==> src/shared/mrx_pkg.sv <==
// shared constants and types for the move/return/rotate execute block
// Summary of operation
// - copy_file_reg moves file to accumulator or back
// - copy_file_reg sets zero flag from value
// - load_literal_acc loads literal, flags unchanged
// - store_acc_to_file writes accumulator to file
// - return_with_literal loads literal into accumulator
// - return_with_literal pops stack_head into PC
// - return_with_literal takes two cycles, flushes fetch
// - rotate_left_carry rotates through rollover_bit only
// - rotate_left_carry result to accumulator or file
package mrx_pkg;
    localparam int DATA_W = 8;                  // data path width
    localparam int ADDR_W = 7;                  // file address width
    localparam int PC_W   = 13;                 // program counter width
    localparam int OP_W   = 14;                 // instruction word width
    localparam int MSB    = 7;                  // top data bit position
    localparam int DEST_BIT = 7;                // destination select bit in word

    // opcode patterns, upper six bits for copy and rotate, seven for store, four for literal forms
    localparam logic [5:0] OPC_COPY_FILE = 6'h08;   // copy_file_reg
    localparam logic [5:0] OPC_ROT_LEFT  = 6'h0D;   // rotate_left_carry
    localparam logic [6:0] OPC_STORE_ACC = 7'h01;   // store_acc_to_file, top seven bits
    localparam logic [3:0] OPC_LOAD_LIT  = 4'hC;    // load_literal_acc, top four bits
    localparam logic [3:0] OPC_RET_LIT   = 4'hD;    // return_with_literal, top four bits
    localparam logic [13:0] OPC_IRQ_RET  = 14'h0009; // interrupt_return, full word
    localparam logic [13:0] OPC_NOP      = 14'h0000; // no-operation, full word

    localparam logic [7:0]  ACC_RST = 8'h00;     // accumulator reset value
    localparam logic [12:0] PC_RST  = 13'h0000;  // program counter reset value

    typedef enum logic [2:0] {
        MRX_NONE, MRX_NOP, MRX_COPY, MRX_LOADL, MRX_STORE, MRX_RETL, MRX_IRET, MRX_ROTL
    } mrx_op_e;

    typedef enum {MRX_EXEC, MRX_FLUSH} mrx_state_e;

    // file register write request
    typedef struct packed {
        logic              we;
        logic [ADDR_W-1:0] addr;
        logic [DATA_W-1:0] data;
    } mrx_fwr_s;

    // status flags as this block sees them
    typedef struct packed {
        logic zero;
        logic carry;
    } mrx_flags_s;
endpackage

==> src/hw/mrx_decode.sv <==
// instruction word classifier for the execute block
`timescale 1ns/100ps
module mrx_decode (
    input  wire logic [mrx_pkg::OP_W-1:0] instr,   // fetched instruction word
    output mrx_pkg::mrx_op_e              op_kind  // decoded operation
);
    import mrx_pkg::*;

    // pure combinational match, priority on full-word forms first
    always_comb begin
        if (instr == OPC_NOP)
            op_kind = MRX_NOP;
        else if (instr == OPC_IRQ_RET)
            op_kind = MRX_IRET;
        else if (instr[OP_W-1 -: $bits(OPC_COPY_FILE)] == OPC_COPY_FILE)
            op_kind = MRX_COPY;
        else if (instr[OP_W-1 -: $bits(OPC_ROT_LEFT)] == OPC_ROT_LEFT)
            op_kind = MRX_ROTL;
        else if (instr[OP_W-1 -: $bits(OPC_STORE_ACC)] == OPC_STORE_ACC)
            op_kind = MRX_STORE;
        else if (instr[OP_W-1 -: $bits(OPC_LOAD_LIT)] == OPC_LOAD_LIT)
            op_kind = MRX_LOADL;
        else if (instr[OP_W-1 -: $bits(OPC_RET_LIT)] == OPC_RET_LIT)
            op_kind = MRX_RETL;
        else
            op_kind = MRX_NONE;
    end
endmodule

==> src/hw/mrx_exec.sv <==
// execute stage for move, literal, return, rotate and no-op instructions
`timescale 1ns/100ps
// every answer appears one clock after the word is taken; a return adds a
// second cycle in which the next word is refused, and a flush pulse after it
// so the fetch side can discard what it prefetched
module mrx_exec (
    input  wire logic                           mclk,          // core instruction clock
    input  wire logic                           arst_n,        // async reset, active low
    input  wire logic                           instr_valid,   // instr holds a word this cycle
    input  wire logic [mrx_pkg::OP_W-1:0]       instr,         // fetched instruction word
    input  wire logic [mrx_pkg::DATA_W-1:0]     file_rdata,    // addressed file register value
    input  wire logic [mrx_pkg::PC_W-1:0]       stack_head,    // saved return address
    input  wire mrx_pkg::mrx_flags_s            flags_in,      // current zero and carry
    output mrx_pkg::mrx_fwr_s                   file_wr,       // file register write request
    output logic [mrx_pkg::DATA_W-1:0]          main_operand_reg, // working accumulator
    output mrx_pkg::mrx_flags_s                 flags_out,     // flag values to commit
    output logic                                zero_we,       // commit result_null_flag
    output logic                                carry_we,      // commit rollover_bit
    output logic                                stack_pop,     // pop return stack, pulse
    output logic                                pc_load,       // load pc from pc_value, pulse
    output logic [mrx_pkg::PC_W-1:0]            pc_value,      // target for pc_load
    output logic                                pc_advance,    // normal pc increment, pulse
    output logic                                master_irq_allow_set, // set master_irq_allow
    output logic                                flush,         // discard fetched word, pulse
    output logic                                busy           // second cycle of a return
);
    import mrx_pkg::*;

    // decoder result for the word on instr this cycle
    mrx_op_e              op_kind;          // decoded class of instr

    // sequencing: a return keeps the block for one more cycle
    mrx_state_e           state_reg, state_next;   // exec or flush cycle

    // results that persist until the next writer
    logic [DATA_W-1:0]    acc_reg, acc_next;       // working accumulator
    logic [PC_W-1:0]      pcv_reg, pcv_next;       // last return target

    // one-cycle requests towards file, flags, stack and pc
    mrx_fwr_s             fwr_reg, fwr_next;       // file write request
    mrx_flags_s           flg_reg, flg_next;       // flag values to commit
    logic                 zwe_reg, zwe_next;       // zero flag commit
    logic                 cwe_reg, cwe_next;       // carry flag commit
    logic                 pop_reg, pop_next;       // stack pop
    logic                 pcl_reg, pcl_next;       // pc load from target

    // one-cycle sequencing pulses towards fetch and interrupt logic
    logic                 adv_reg, adv_next;       // plain pc increment
    logic                 irq_reg, irq_next;       // interrupt enable set
    logic                 fl_reg, fl_next;         // drop fetched word
    logic                 busy_reg, busy_next;     // return second cycle

    // operand fields and datapath helpers
    logic [DATA_W-1:0]    rot_val;          // rotated file value
    logic                 dest_file;        // destination select bit
    logic [ADDR_W-1:0]    faddr;            // file operand

    // classify the word; unknown words come back as MRX_NONE and do nothing
    mrx_decode u_dec (
        .instr   (instr),
        .op_kind (op_kind)
    );

    // operand fields; file_rdata already belongs to faddr in this cycle
    assign dest_file = instr[DEST_BIT];
    assign faddr     = instr[ADDR_W-1:0];
    // old bit 7 leaves for the carry, old carry enters bit 0
    assign rot_val   = {file_rdata[MSB-1:0], flags_in.carry};

    // next-state and pulse generation; every pulse defaults low so it lasts one cycle
    // flags echo flags_in by default, so a flag whose enable stays low is only
    // rewritten with its own value; the core may ignore flags_out without it
    always_comb begin
        // hold levels, drop pulses
        state_next = state_reg;
        acc_next   = acc_reg;
        fwr_next   = '0;
        flg_next   = flags_in;
        zwe_next   = 1'b0;
        cwe_next   = 1'b0;
        pop_next   = 1'b0;
        pcl_next   = 1'b0;
        pcv_next   = pcv_reg;
        adv_next   = 1'b0;
        irq_next   = 1'b0;
        fl_next    = 1'b0;
        busy_next  = 1'b0;

        // exec takes words, flush covers the second cycle of a return
        unique case (state_reg)
            MRX_EXEC: begin
                // an empty slot leaves every pulse low and the pc untouched
                if (instr_valid) begin
                    unique case (op_kind)
                        // no-operation: only the pc moves on
                        MRX_NOP: begin
                            adv_next = 1'b1;
                        end
                        // copy: the moved value drives the zero flag for either destination
                        MRX_COPY: begin
                            if (dest_file) begin
                                fwr_next = '{we: 1'b1, addr: faddr, data: file_rdata};
                            end else begin
                                acc_next = file_rdata;
                            end
                            // rewriting a register onto itself is the cheap zero test
                            flg_next.zero = (file_rdata == '0);
                            zwe_next      = 1'b1;
                            adv_next      = 1'b1;
                        end
                        // literal load: no flag enable is raised
                        MRX_LOADL: begin
                            acc_next = instr[DATA_W-1:0];
                            adv_next = 1'b1;
                        end
                        // store: writes the accumulator as it stood before this word
                        MRX_STORE: begin
                            fwr_next = '{we: 1'b1, addr: faddr, data: acc_reg};
                            adv_next = 1'b1;
                        end
                        // literal return: first cycle pops the stack and loads the pc;
                        // stack_head is captured now because the pop changes it, and
                        // busy marks the cycle in which the next word is refused
                        MRX_RETL: begin
                            acc_next   = instr[DATA_W-1:0];
                            pop_next   = 1'b1;
                            pcl_next   = 1'b1;
                            pcv_next   = stack_head;
                            busy_next  = 1'b1;
                            state_next = MRX_FLUSH;
                        end
                        // interrupt return: as the literal return, accumulator untouched,
                        // plus a one-cycle request to set master_irq_allow; the enable
                        // itself lives in the interrupt logic, not here
                        MRX_IRET: begin
                            pop_next   = 1'b1;
                            pcl_next   = 1'b1;
                            pcv_next   = stack_head;
                            irq_next   = 1'b1;
                            busy_next  = 1'b1;
                            state_next = MRX_FLUSH;
                        end
                        // rotate left through carry: only the carry enable is raised,
                        // the zero flag is left alone even for a zero result
                        MRX_ROTL: begin
                            if (dest_file) begin
                                fwr_next = '{we: 1'b1, addr: faddr, data: rot_val};
                            end else begin
                                acc_next = rot_val;
                            end
                            flg_next.carry = file_rdata[MSB];
                            cwe_next       = 1'b1;
                            adv_next       = 1'b1;
                        end
                        MRX_NONE: begin
                            // other instructions belong to other execute units;
                            // no pulse and no pc step, their own unit answers
                        end
                    endcase
                end
            end
            MRX_FLUSH: begin
                // second cycle: the word fetched behind the return is dropped
                // instr_valid is not looked at here, so a prefetched word
                // never reaches the file, the accumulator or the flags
                fl_next    = 1'b1;
                state_next = MRX_EXEC;
            end
        endcase
    end

    // registers only; outputs come straight from these flops
    // asynchronous reset keeps every request low before the first clock
    always_ff @(posedge mclk or negedge arst_n) begin
        if (!arst_n) begin
            // reset: all pulses low, accumulator and pc target at reset values
            state_reg <= MRX_EXEC;
            acc_reg   <= ACC_RST;
            fwr_reg   <= '0;
            flg_reg   <= '0;
            zwe_reg   <= 1'b0;
            cwe_reg   <= 1'b0;
            pop_reg   <= 1'b0;
            pcl_reg   <= 1'b0;
            pcv_reg   <= PC_RST;
            adv_reg   <= 1'b0;
            irq_reg   <= 1'b0;
            fl_reg    <= 1'b0;
            busy_reg  <= 1'b0;
        end else begin
            // plain register copy of the next values
            state_reg <= state_next;
            acc_reg   <= acc_next;
            fwr_reg   <= fwr_next;
            flg_reg   <= flg_next;
            zwe_reg   <= zwe_next;
            cwe_reg   <= cwe_next;
            pop_reg   <= pop_next;
            pcl_reg   <= pcl_next;
            pcv_reg   <= pcv_next;
            adv_reg   <= adv_next;
            irq_reg   <= irq_next;
            fl_reg    <= fl_next;
            busy_reg  <= busy_next;
        end
    end

    // every output is a flop; nothing combinational reaches a port, which costs
    // one cycle of latency but keeps the core's timing paths short
    assign main_operand_reg     = acc_reg;
    // file and flag requests
    assign file_wr              = fwr_reg;
    assign flags_out            = flg_reg;
    assign zero_we              = zwe_reg;
    assign carry_we             = cwe_reg;
    // stack, pc and sequencing pulses
    assign stack_pop            = pop_reg;
    assign pc_load              = pcl_reg;
    assign pc_value             = pcv_reg;
    assign pc_advance           = adv_reg;
    assign master_irq_allow_set = irq_reg;
    assign flush                = fl_reg;
    assign busy                 = busy_reg;
endmodule

==> config.mk <==
export PLATFORM = sky130hd
export DESIGN_NAME = mrx_exec
export DESIGN_NICKNAME = d
export VERILOG_FILES = /design/src/shared/mrx_pkg.sv /design/src/hw/mrx_decode.sv /design/src/hw/mrx_exec.sv
export SDC_FILE = /design/constraint.sdc
export NUM_CORES = 1
export LEC_CHECK = 0
export ABC_AREA = 1
export BUFFER_PORTS_ARGS = -buffer_cell sky130_fd_sc_hd__buf_2
export CAP_MARGIN = 20
export CORE_MARGIN = 8
export CORE_UTILIZATION = 52
export CTS_BUF_LIST = sky130_fd_sc_hd__clkbuf_4 sky130_fd_sc_hd__clkbuf_8 sky130_fd_sc_hd__clkbuf_16
export CTS_CLUSTER_SIZE = 8
export DETAILED_ROUTE_END_ITERATION = 8
export PLACE_DENSITY_LB_ADDON = 0.15
export SLEW_MARGIN = 30
export SYNTH_ARGS = -nofsm -noshare
export SYNTH_HDL_FRONTEND = slang
export SYNTH_SLANG_ARGS = --single-unit
==> constraint.sdc <==
create_clock -name mclk -period 3.5 [get_ports mclk]
set_input_delay 0.35 -clock mclk [delete_from_list [all_inputs] [get_ports mclk]]
set_output_delay 0.35 -clock mclk [all_outputs]
set_load 0.05 [all_outputs]
### Yosys cells after proc, flatten, opt, wreduce, memory -nomap -nowiden

Index checks and enable logic that the tools add are counted.

* reduce and logical (&&, ||, !) cells: 10
* muxes and demuxes: 38
* equal/unequal tests: 18

Operator list (count)
* 2-to-1 mux 16 bit: 4
* 2-to-1 mux 32 bit: 2
* one-hot mux 32 bit (2 select lines): 1
* one-hot mux 16 bit (3 select lines): 1
* equality test 32 x 1 -> 1 bit, second input constant: 1
* logical NOT 32 bit: 1
* one-hot mux 8 bit (3 select lines): 1
* 2-to-1 mux 3 bit: 7
* 2-to-1 mux 1 bit: 18
* 2-to-1 mux 8 bit: 2
* equality test 14 x 4 -> 1 bit, second input constant: 1
* logical NOT 14 bit: 1
* equality test 3 bit, second input constant: 4
* equality test 6 x 4 -> 1 bit, second input constant: 2
* equality test 4 bit, second input constant: 2
* logical NOT 8 bit: 1
* != test 2 bit, second input constant: 4
* equality test 7 x 1 -> 1 bit, second input constant: 1
* equality test 3 x 2 -> 1 bit, second input constant: 2
* AND reduction 5 bit: 1
* OR reduction 5 bit: 1
* 2-to-1 mux 2 bit: 2
* OR reduction 2 bit: 2
* equality test 3 x 1 -> 1 bit, second input constant: 1
* other kinds (3): 3

* register bits after elaboration: 77
* logic and storage cells: 80

### Logic depth before layout (Yosys ltp)

* word-level depth: 13
* depth in mapped cells: 10

### Cells and area by module

Synthesis repeated with hierarchy kept, for this count alone.

* cell total of the unflattened synthesis: 311
* area, all modules: 2339.7 um2

By module, submodules not included
* mrx_exec: cells each 271, seq. area each 1151.1 um2, area an instance 2157.1 um2, times used 1
* mrx_decode: cells each 40, seq. area each 0.0 um2, area an instance 182.7 um2, times used 1

### Least setup slack after synthesis

Ideal clock, no wire load.

* path kind: input to register
* start point: in instr[9] (netlist bit)
* end point: reg pcv_reg[10], in the netlist pc_value[10]
* library setup time: 0.118 ns
* arrival time: 1.306 ns
* stages: 9
* setup slack: 2.076 ns
* data required time: 3.382 ns
* cell sequence: nor2_1 > nand2_2 > nor2_2 > nand2_2 > nand2_2 > nand2_4 > buf_2 > nand2_1 > nand2_1

* word-level cells in the longest chain between the ends: 9
* elaborated cells on any way between the ends: 14

Ends and longest elaborated chain
* start: declaration: RTL line mrx_exec.sv:10 `input wire logic [mrx_pkg::OP_W-1:0] instr,`
* equality test 7 x 1 -> 1 bit: RTL line mrx_decode.sv:19 `else if (instr[OP_W-1 -: $bits(OPC_STORE_ACC)] == OPC_STORE_ACC)`
* 2-to-1 mux 3 bit: RTL line mrx_decode.sv:19
* 2-to-1 mux 3 bit: RTL line mrx_decode.sv:17 `else if (instr[OP_W-1 -: $bits(OPC_ROT_LEFT)] == OPC_ROT_LEFT)`
* 2-to-1 mux 3 bit: RTL line mrx_decode.sv:15 `else if (instr[OP_W-1 -: $bits(OPC_COPY_FILE)] == OPC_COPY_FILE)`
* 2-to-1 mux 3 bit: RTL line mrx_decode.sv:13 `else if (instr == OPC_IRQ_RET)`
* 2-to-1 mux 3 bit *: RTL line mrx_decode.sv:11 `if (instr == OPC_NOP)`
* equality test 3 bit: RTL line mrx_exec.sv:94 `unique case (op_kind)`
* OR reduction 2 bit (no source line) *
* AND reduction 3 bit (no source line) *
* end signal: assignment: RTL line mrx_exec.sv:200 `pcv_reg <= pcv_next;`
* end: declaration: RTL line mrx_exec.sv:37 `logic [PC_W-1:0] pcv_reg, pcv_next;`

Every way passes the cells marked *; elsewhere a longest branch is shown, timed or not.
A chain may end at the register's enable or synchronous reset.

==> impl_metrics.json <==
{
  "run_status": "finished, final reports clean",
  "cts_max_path_buffers": 2,
  "cts_tree": "yes",
  "leakagePower_nw": 1.58,
  "post_cts_resize_count": 0,
  "place.gp.congestion": 0.906,
  "area_growth_syn_to_layout_pct": 26.6,
  "mappedNetlistArea_um2": 2170,
  "grt_start_max_net_pins": 47,
  "crit_chain": "nor2_4 > inv_1 > nor2_1 > mux2_2",
  "timing.setup.critical_path_class": "reg2reg",
  "routed-via-count": 2001,
  "critical_path.n_buffers_inverters": 1,
  "syn-instance-count": 251,
  "grt_setup_unrepaired": "no",
  "start_util": 0.541,
  "reg2reg_setup_slack_ns": 1.98,
  "yosys_warnings": 0,
  "cp-end-kind": "flop",
  "finalHoldViolCount": 0,
  "drv.max_cap_violation_count": 0,
  "critical_path.max_stage_delay_ns": 0.41,
  "grt_pass1_vias": 2111,
  "worst_rel_slew_slack": 0.541,
  "initialDrtViolationCount": 133,
  "placement.io_buffers": 86,
  "htreeDepth": 2,
  "layout-drive-gt1-share": 0.350,
  "post-dp-hpwl_um": 4650,
  "setup_viol_count_final": 0,
  "route.antenna.remaining_nets": 0,
  "gr-usage-all-layers": 0.192,
  "synth.avg_cell_area_um2": 8.63,
  "fin_tns_setup_ns": 0,
  "grt_busiest_layer": "met2",
  "postSynth.asyncResetShare": 1.00,
  "placeableCoreArea_um2": 4000,
  "synth-edff-count": 0,
  "synth-seq-area-share": 0.531,
  "routed_wire_length_per_instance_um": 15.1,
  "io_pins": 87,
  "netlist-cell-type-count": 29,
  "fmaxAchievable_mhz": 658,
  "tritoncts.num_buffers": 5,
  "power_density_nw_per_um2": 528,
  "drt_first_pass_iters": 4,
  "yosys_register_bits": 46,
  "synth-main-ff-cell": "sky130_fd_sc_hd__dfrtp_1",
  "grtUsageMet2": 0.306,
  "finalCritPeriodShare": 0.434,
  "fillCellCount": 354,
  "crit_path_max_fo": 7,
  "avgViaCountPerCell": 5.13,
  "grt_antenna_before_repair": 0,
  "cts.root.buffer_cell": "sky130_fd_sc_hd__clkbuf_8",
  "worstSetupStartpointType": "flop",
  "detail_route.drc_violations": 0,
  "finish.net_count": 380,
  "cts.repair_timing.setup_buffer_count": 0,
  "critPathArrivalTime_ns": 1.69,
  "worst_skew_pair.late_latency_ns": 0.29,
  "worst_path_dominant_cell_family": "simple AND/OR/NAND/NOR gates",
  "timing_worst_slew_pin_value_ns": 0.684,
  "period_minus_slack_ns": 1.52,
  "die_y_um": 80.5,
  "worst_hold_path_type": "in2async",
  "grtUsageMet3": 0.0435,
  "global_route_track_usage_on_met1": 0.245,
  "diodes_inserted": 0,
  "clk_transition_reported_paths_ns": 0.08,
  "hold_buffers_post_cts": 0,
  "postRouteWirelength_um": 5880,
  "largest_reg_flops": 16,
  "global_route_wire_length_before_repair_um": 9690,
  "finalMaxSlewViolations": 0,
  "fin_ws_ns": 1.98,
  "row_count": 23,
  "critPathRequiredTime_ns": 3.68,
  "dieArea_um2": 6490,
  "grt_remaining_overflow": 0,
  "mappedNetlistNets": 291,
  "skew_ns": 0.00984,
  "crit_path_top_delay_cell": "sky130_fd_sc_hd__dfrtp_1",
  "cts.sink_count": 46,
  "die_x_um": 80.5,
  "dp_worst_setup_slack_ns": 1.69,
  "max-vdd-ir-drop_uv": 256
}
worst reg2reg max path: stages (launching register included):
cell                      delay (ns)
sky130_fd_sc_hd__dfrtp_1        0.41
sky130_fd_sc_hd__nor2_4         0.26
sky130_fd_sc_hd__inv_1          0.16
sky130_fd_sc_hd__nor2_1         0.22
sky130_fd_sc_hd__mux2_2         0.36
cells by family (layout without fill, tap and decap cells):
kind of cell    after synthesis  count (layout)  synth area share
simple gates                150             150             0.322
flops                        46              46             0.531
buf+inv                      29             118            0.0589
compound gates               25              25            0.0820
mux                           1               1           0.00520
per-layer routing:
layer	up-vias	routed length (um)
met5	-	0
met4	0	95
met3	9	473
met2	87	2750
met1	916	2560
li1	989	-
placed cells by master (no fill, tap or decap):
cell type | netlist | routed
sky130_fd_sc_hd__nand2_1 | 86 | 86
sky130_fd_sc_hd__buf_2 | 1 | 85
sky130_fd_sc_hd__dfrtp_1 | 46 | 46
sky130_fd_sc_hd__nor2_1 | 27 | 27
sky130_fd_sc_hd__inv_1 | 22 | 22
sky130_fd_sc_hd__nand4_1 | 10 | 10
sky130_fd_sc_hd__nand2_2 | 8 | 8
sky130_fd_sc_hd__o211ai_1 | 8 | 8
sky130_fd_sc_hd__clkbuf_8 | 0 | 6
sky130_fd_sc_hd__nor2_2 | 5 | 5
sky130_fd_sc_hd__nand3_1 | 5 | 5
sky130_fd_sc_hd__a21oi_1 | 4 | 4
sky130_fd_sc_hd__a221oi_1 | 3 | 3
sky130_fd_sc_hd__o22ai_1 | 3 | 3
sky130_fd_sc_hd__nand3_2 | 2 | 2
sky130_fd_sc_hd__nor2_4 | 2 | 2
sky130_fd_sc_hd__inv_2 | 2 | 2
sky130_fd_sc_hd__a31oi_1 | 2 | 2
sky130_fd_sc_hd__o21ai_0 | 2 | 2
sky130_fd_sc_hd__nor4_1 | 2 | 2
sky130_fd_sc_hd__o21ai_2 | 1 | 1
sky130_fd_sc_hd__o21ai_1 | 1 | 1
sky130_fd_sc_hd__mux2_2 | 1 | 1
sky130_fd_sc_hd__nand2_4 | 1 | 1
sky130_fd_sc_hd__inv_4 | 1 | 1
sky130_fd_sc_hd__nand3_4 | 1 | 1
sky130_fd_sc_hd__a21oi_4 | 1 | 1
sky130_fd_sc_hd__nand4_4 | 1 | 1
sky130_fd_sc_hd__bufinv_16 | 0 | 1
sky130_fd_sc_hd__buf_4 | 2 | 1
layout make-up:
cell class	count	area (um2)	area share
Clock inverter	1	30.0	0.0109
Multi-Input combinational cell	176	887	0.323
Tap cell	50	62.6	0.0228
Clock buffer	6	82.6	0.0301
Sequential cell	46	1150	0.420
Timing Repair Buffer	86	433	0.158
Inverter	25	96.3	0.0351
stage by stage:
step | util | area, um2 | cells | total power, mW | hold WS [ns]
after CTS | 0.686 | 2740 | 390 | 1.46 | 0.0673
after floorplan | - | 2170 | 251 | 0.938 | 0.0544
after global placement | 0.657 | 2630 | 383 | 1.07 | 0.410
after detailed placement | 0.657 | 2630 | 383 | 1.07 | 0.387
after global routing | 0.686 | 2740 | 390 | 1.52 | 0.0940
final | 0.686 | 2740 | 390 | 1.45 | 0.0400
Yosys cell counts, types with 2 or more instances:
cell,n,share of area
sky130_fd_sc_hd__nor2_2,5,0.014
sky130_fd_sc_hd__inv_1,22,0.038
sky130_fd_sc_hd__nor2_1,27,0.047
sky130_fd_sc_hd__a221oi_1,3,0.012
sky130_fd_sc_hd__nand3_2,2,0.0092
sky130_fd_sc_hd__nand4_1,10,0.029
sky130_fd_sc_hd__a21oi_1,4,0.0092
sky130_fd_sc_hd__a31oi_1,2,0.0058
sky130_fd_sc_hd__nor2_4,2,0.010
sky130_fd_sc_hd__inv_2,2,0.0035
sky130_fd_sc_hd__o22ai_1,3,0.0087
sky130_fd_sc_hd__nand3_1,5,0.012
sky130_fd_sc_hd__o21ai_0,2,0.0046
sky130_fd_sc_hd__nand2_2,8,0.023
sky130_fd_sc_hd__dfrtp_1,46,0.53
sky130_fd_sc_hd__buf_4,2,0.0069
sky130_fd_sc_hd__o211ai_1,8,0.028
sky130_fd_sc_hd__nor4_1,2,0.0058
sky130_fd_sc_hd__nand2_1,86,0.15
worst paths after layout:
kind	to	cells after the start	startpoint
worst max-delay path	flags_out[0]	4	state_reg[0]
worst min-delay path	file_wr[9]	1	arst_n
worst max register to register	flags_out[0]	4	state_reg[0]
worst min register to register	flush	0	state_reg[0]
max in group asynchronous	file_wr[7]	1	arst_n
min in group mclk	pc_value[11]	3	stack_head[11]
power by group:
| part | internal, mW | total (mW) | switching (mW) |
|---|---|---|---|
| logic | 0.0972 | 0.430 | 0.332 |
| registers | 0.591 | 0.627 | 0.0361 |
| clock network | 0.228 | 0.393 | 0.165 |
Power figures use the tool's default switching activity.
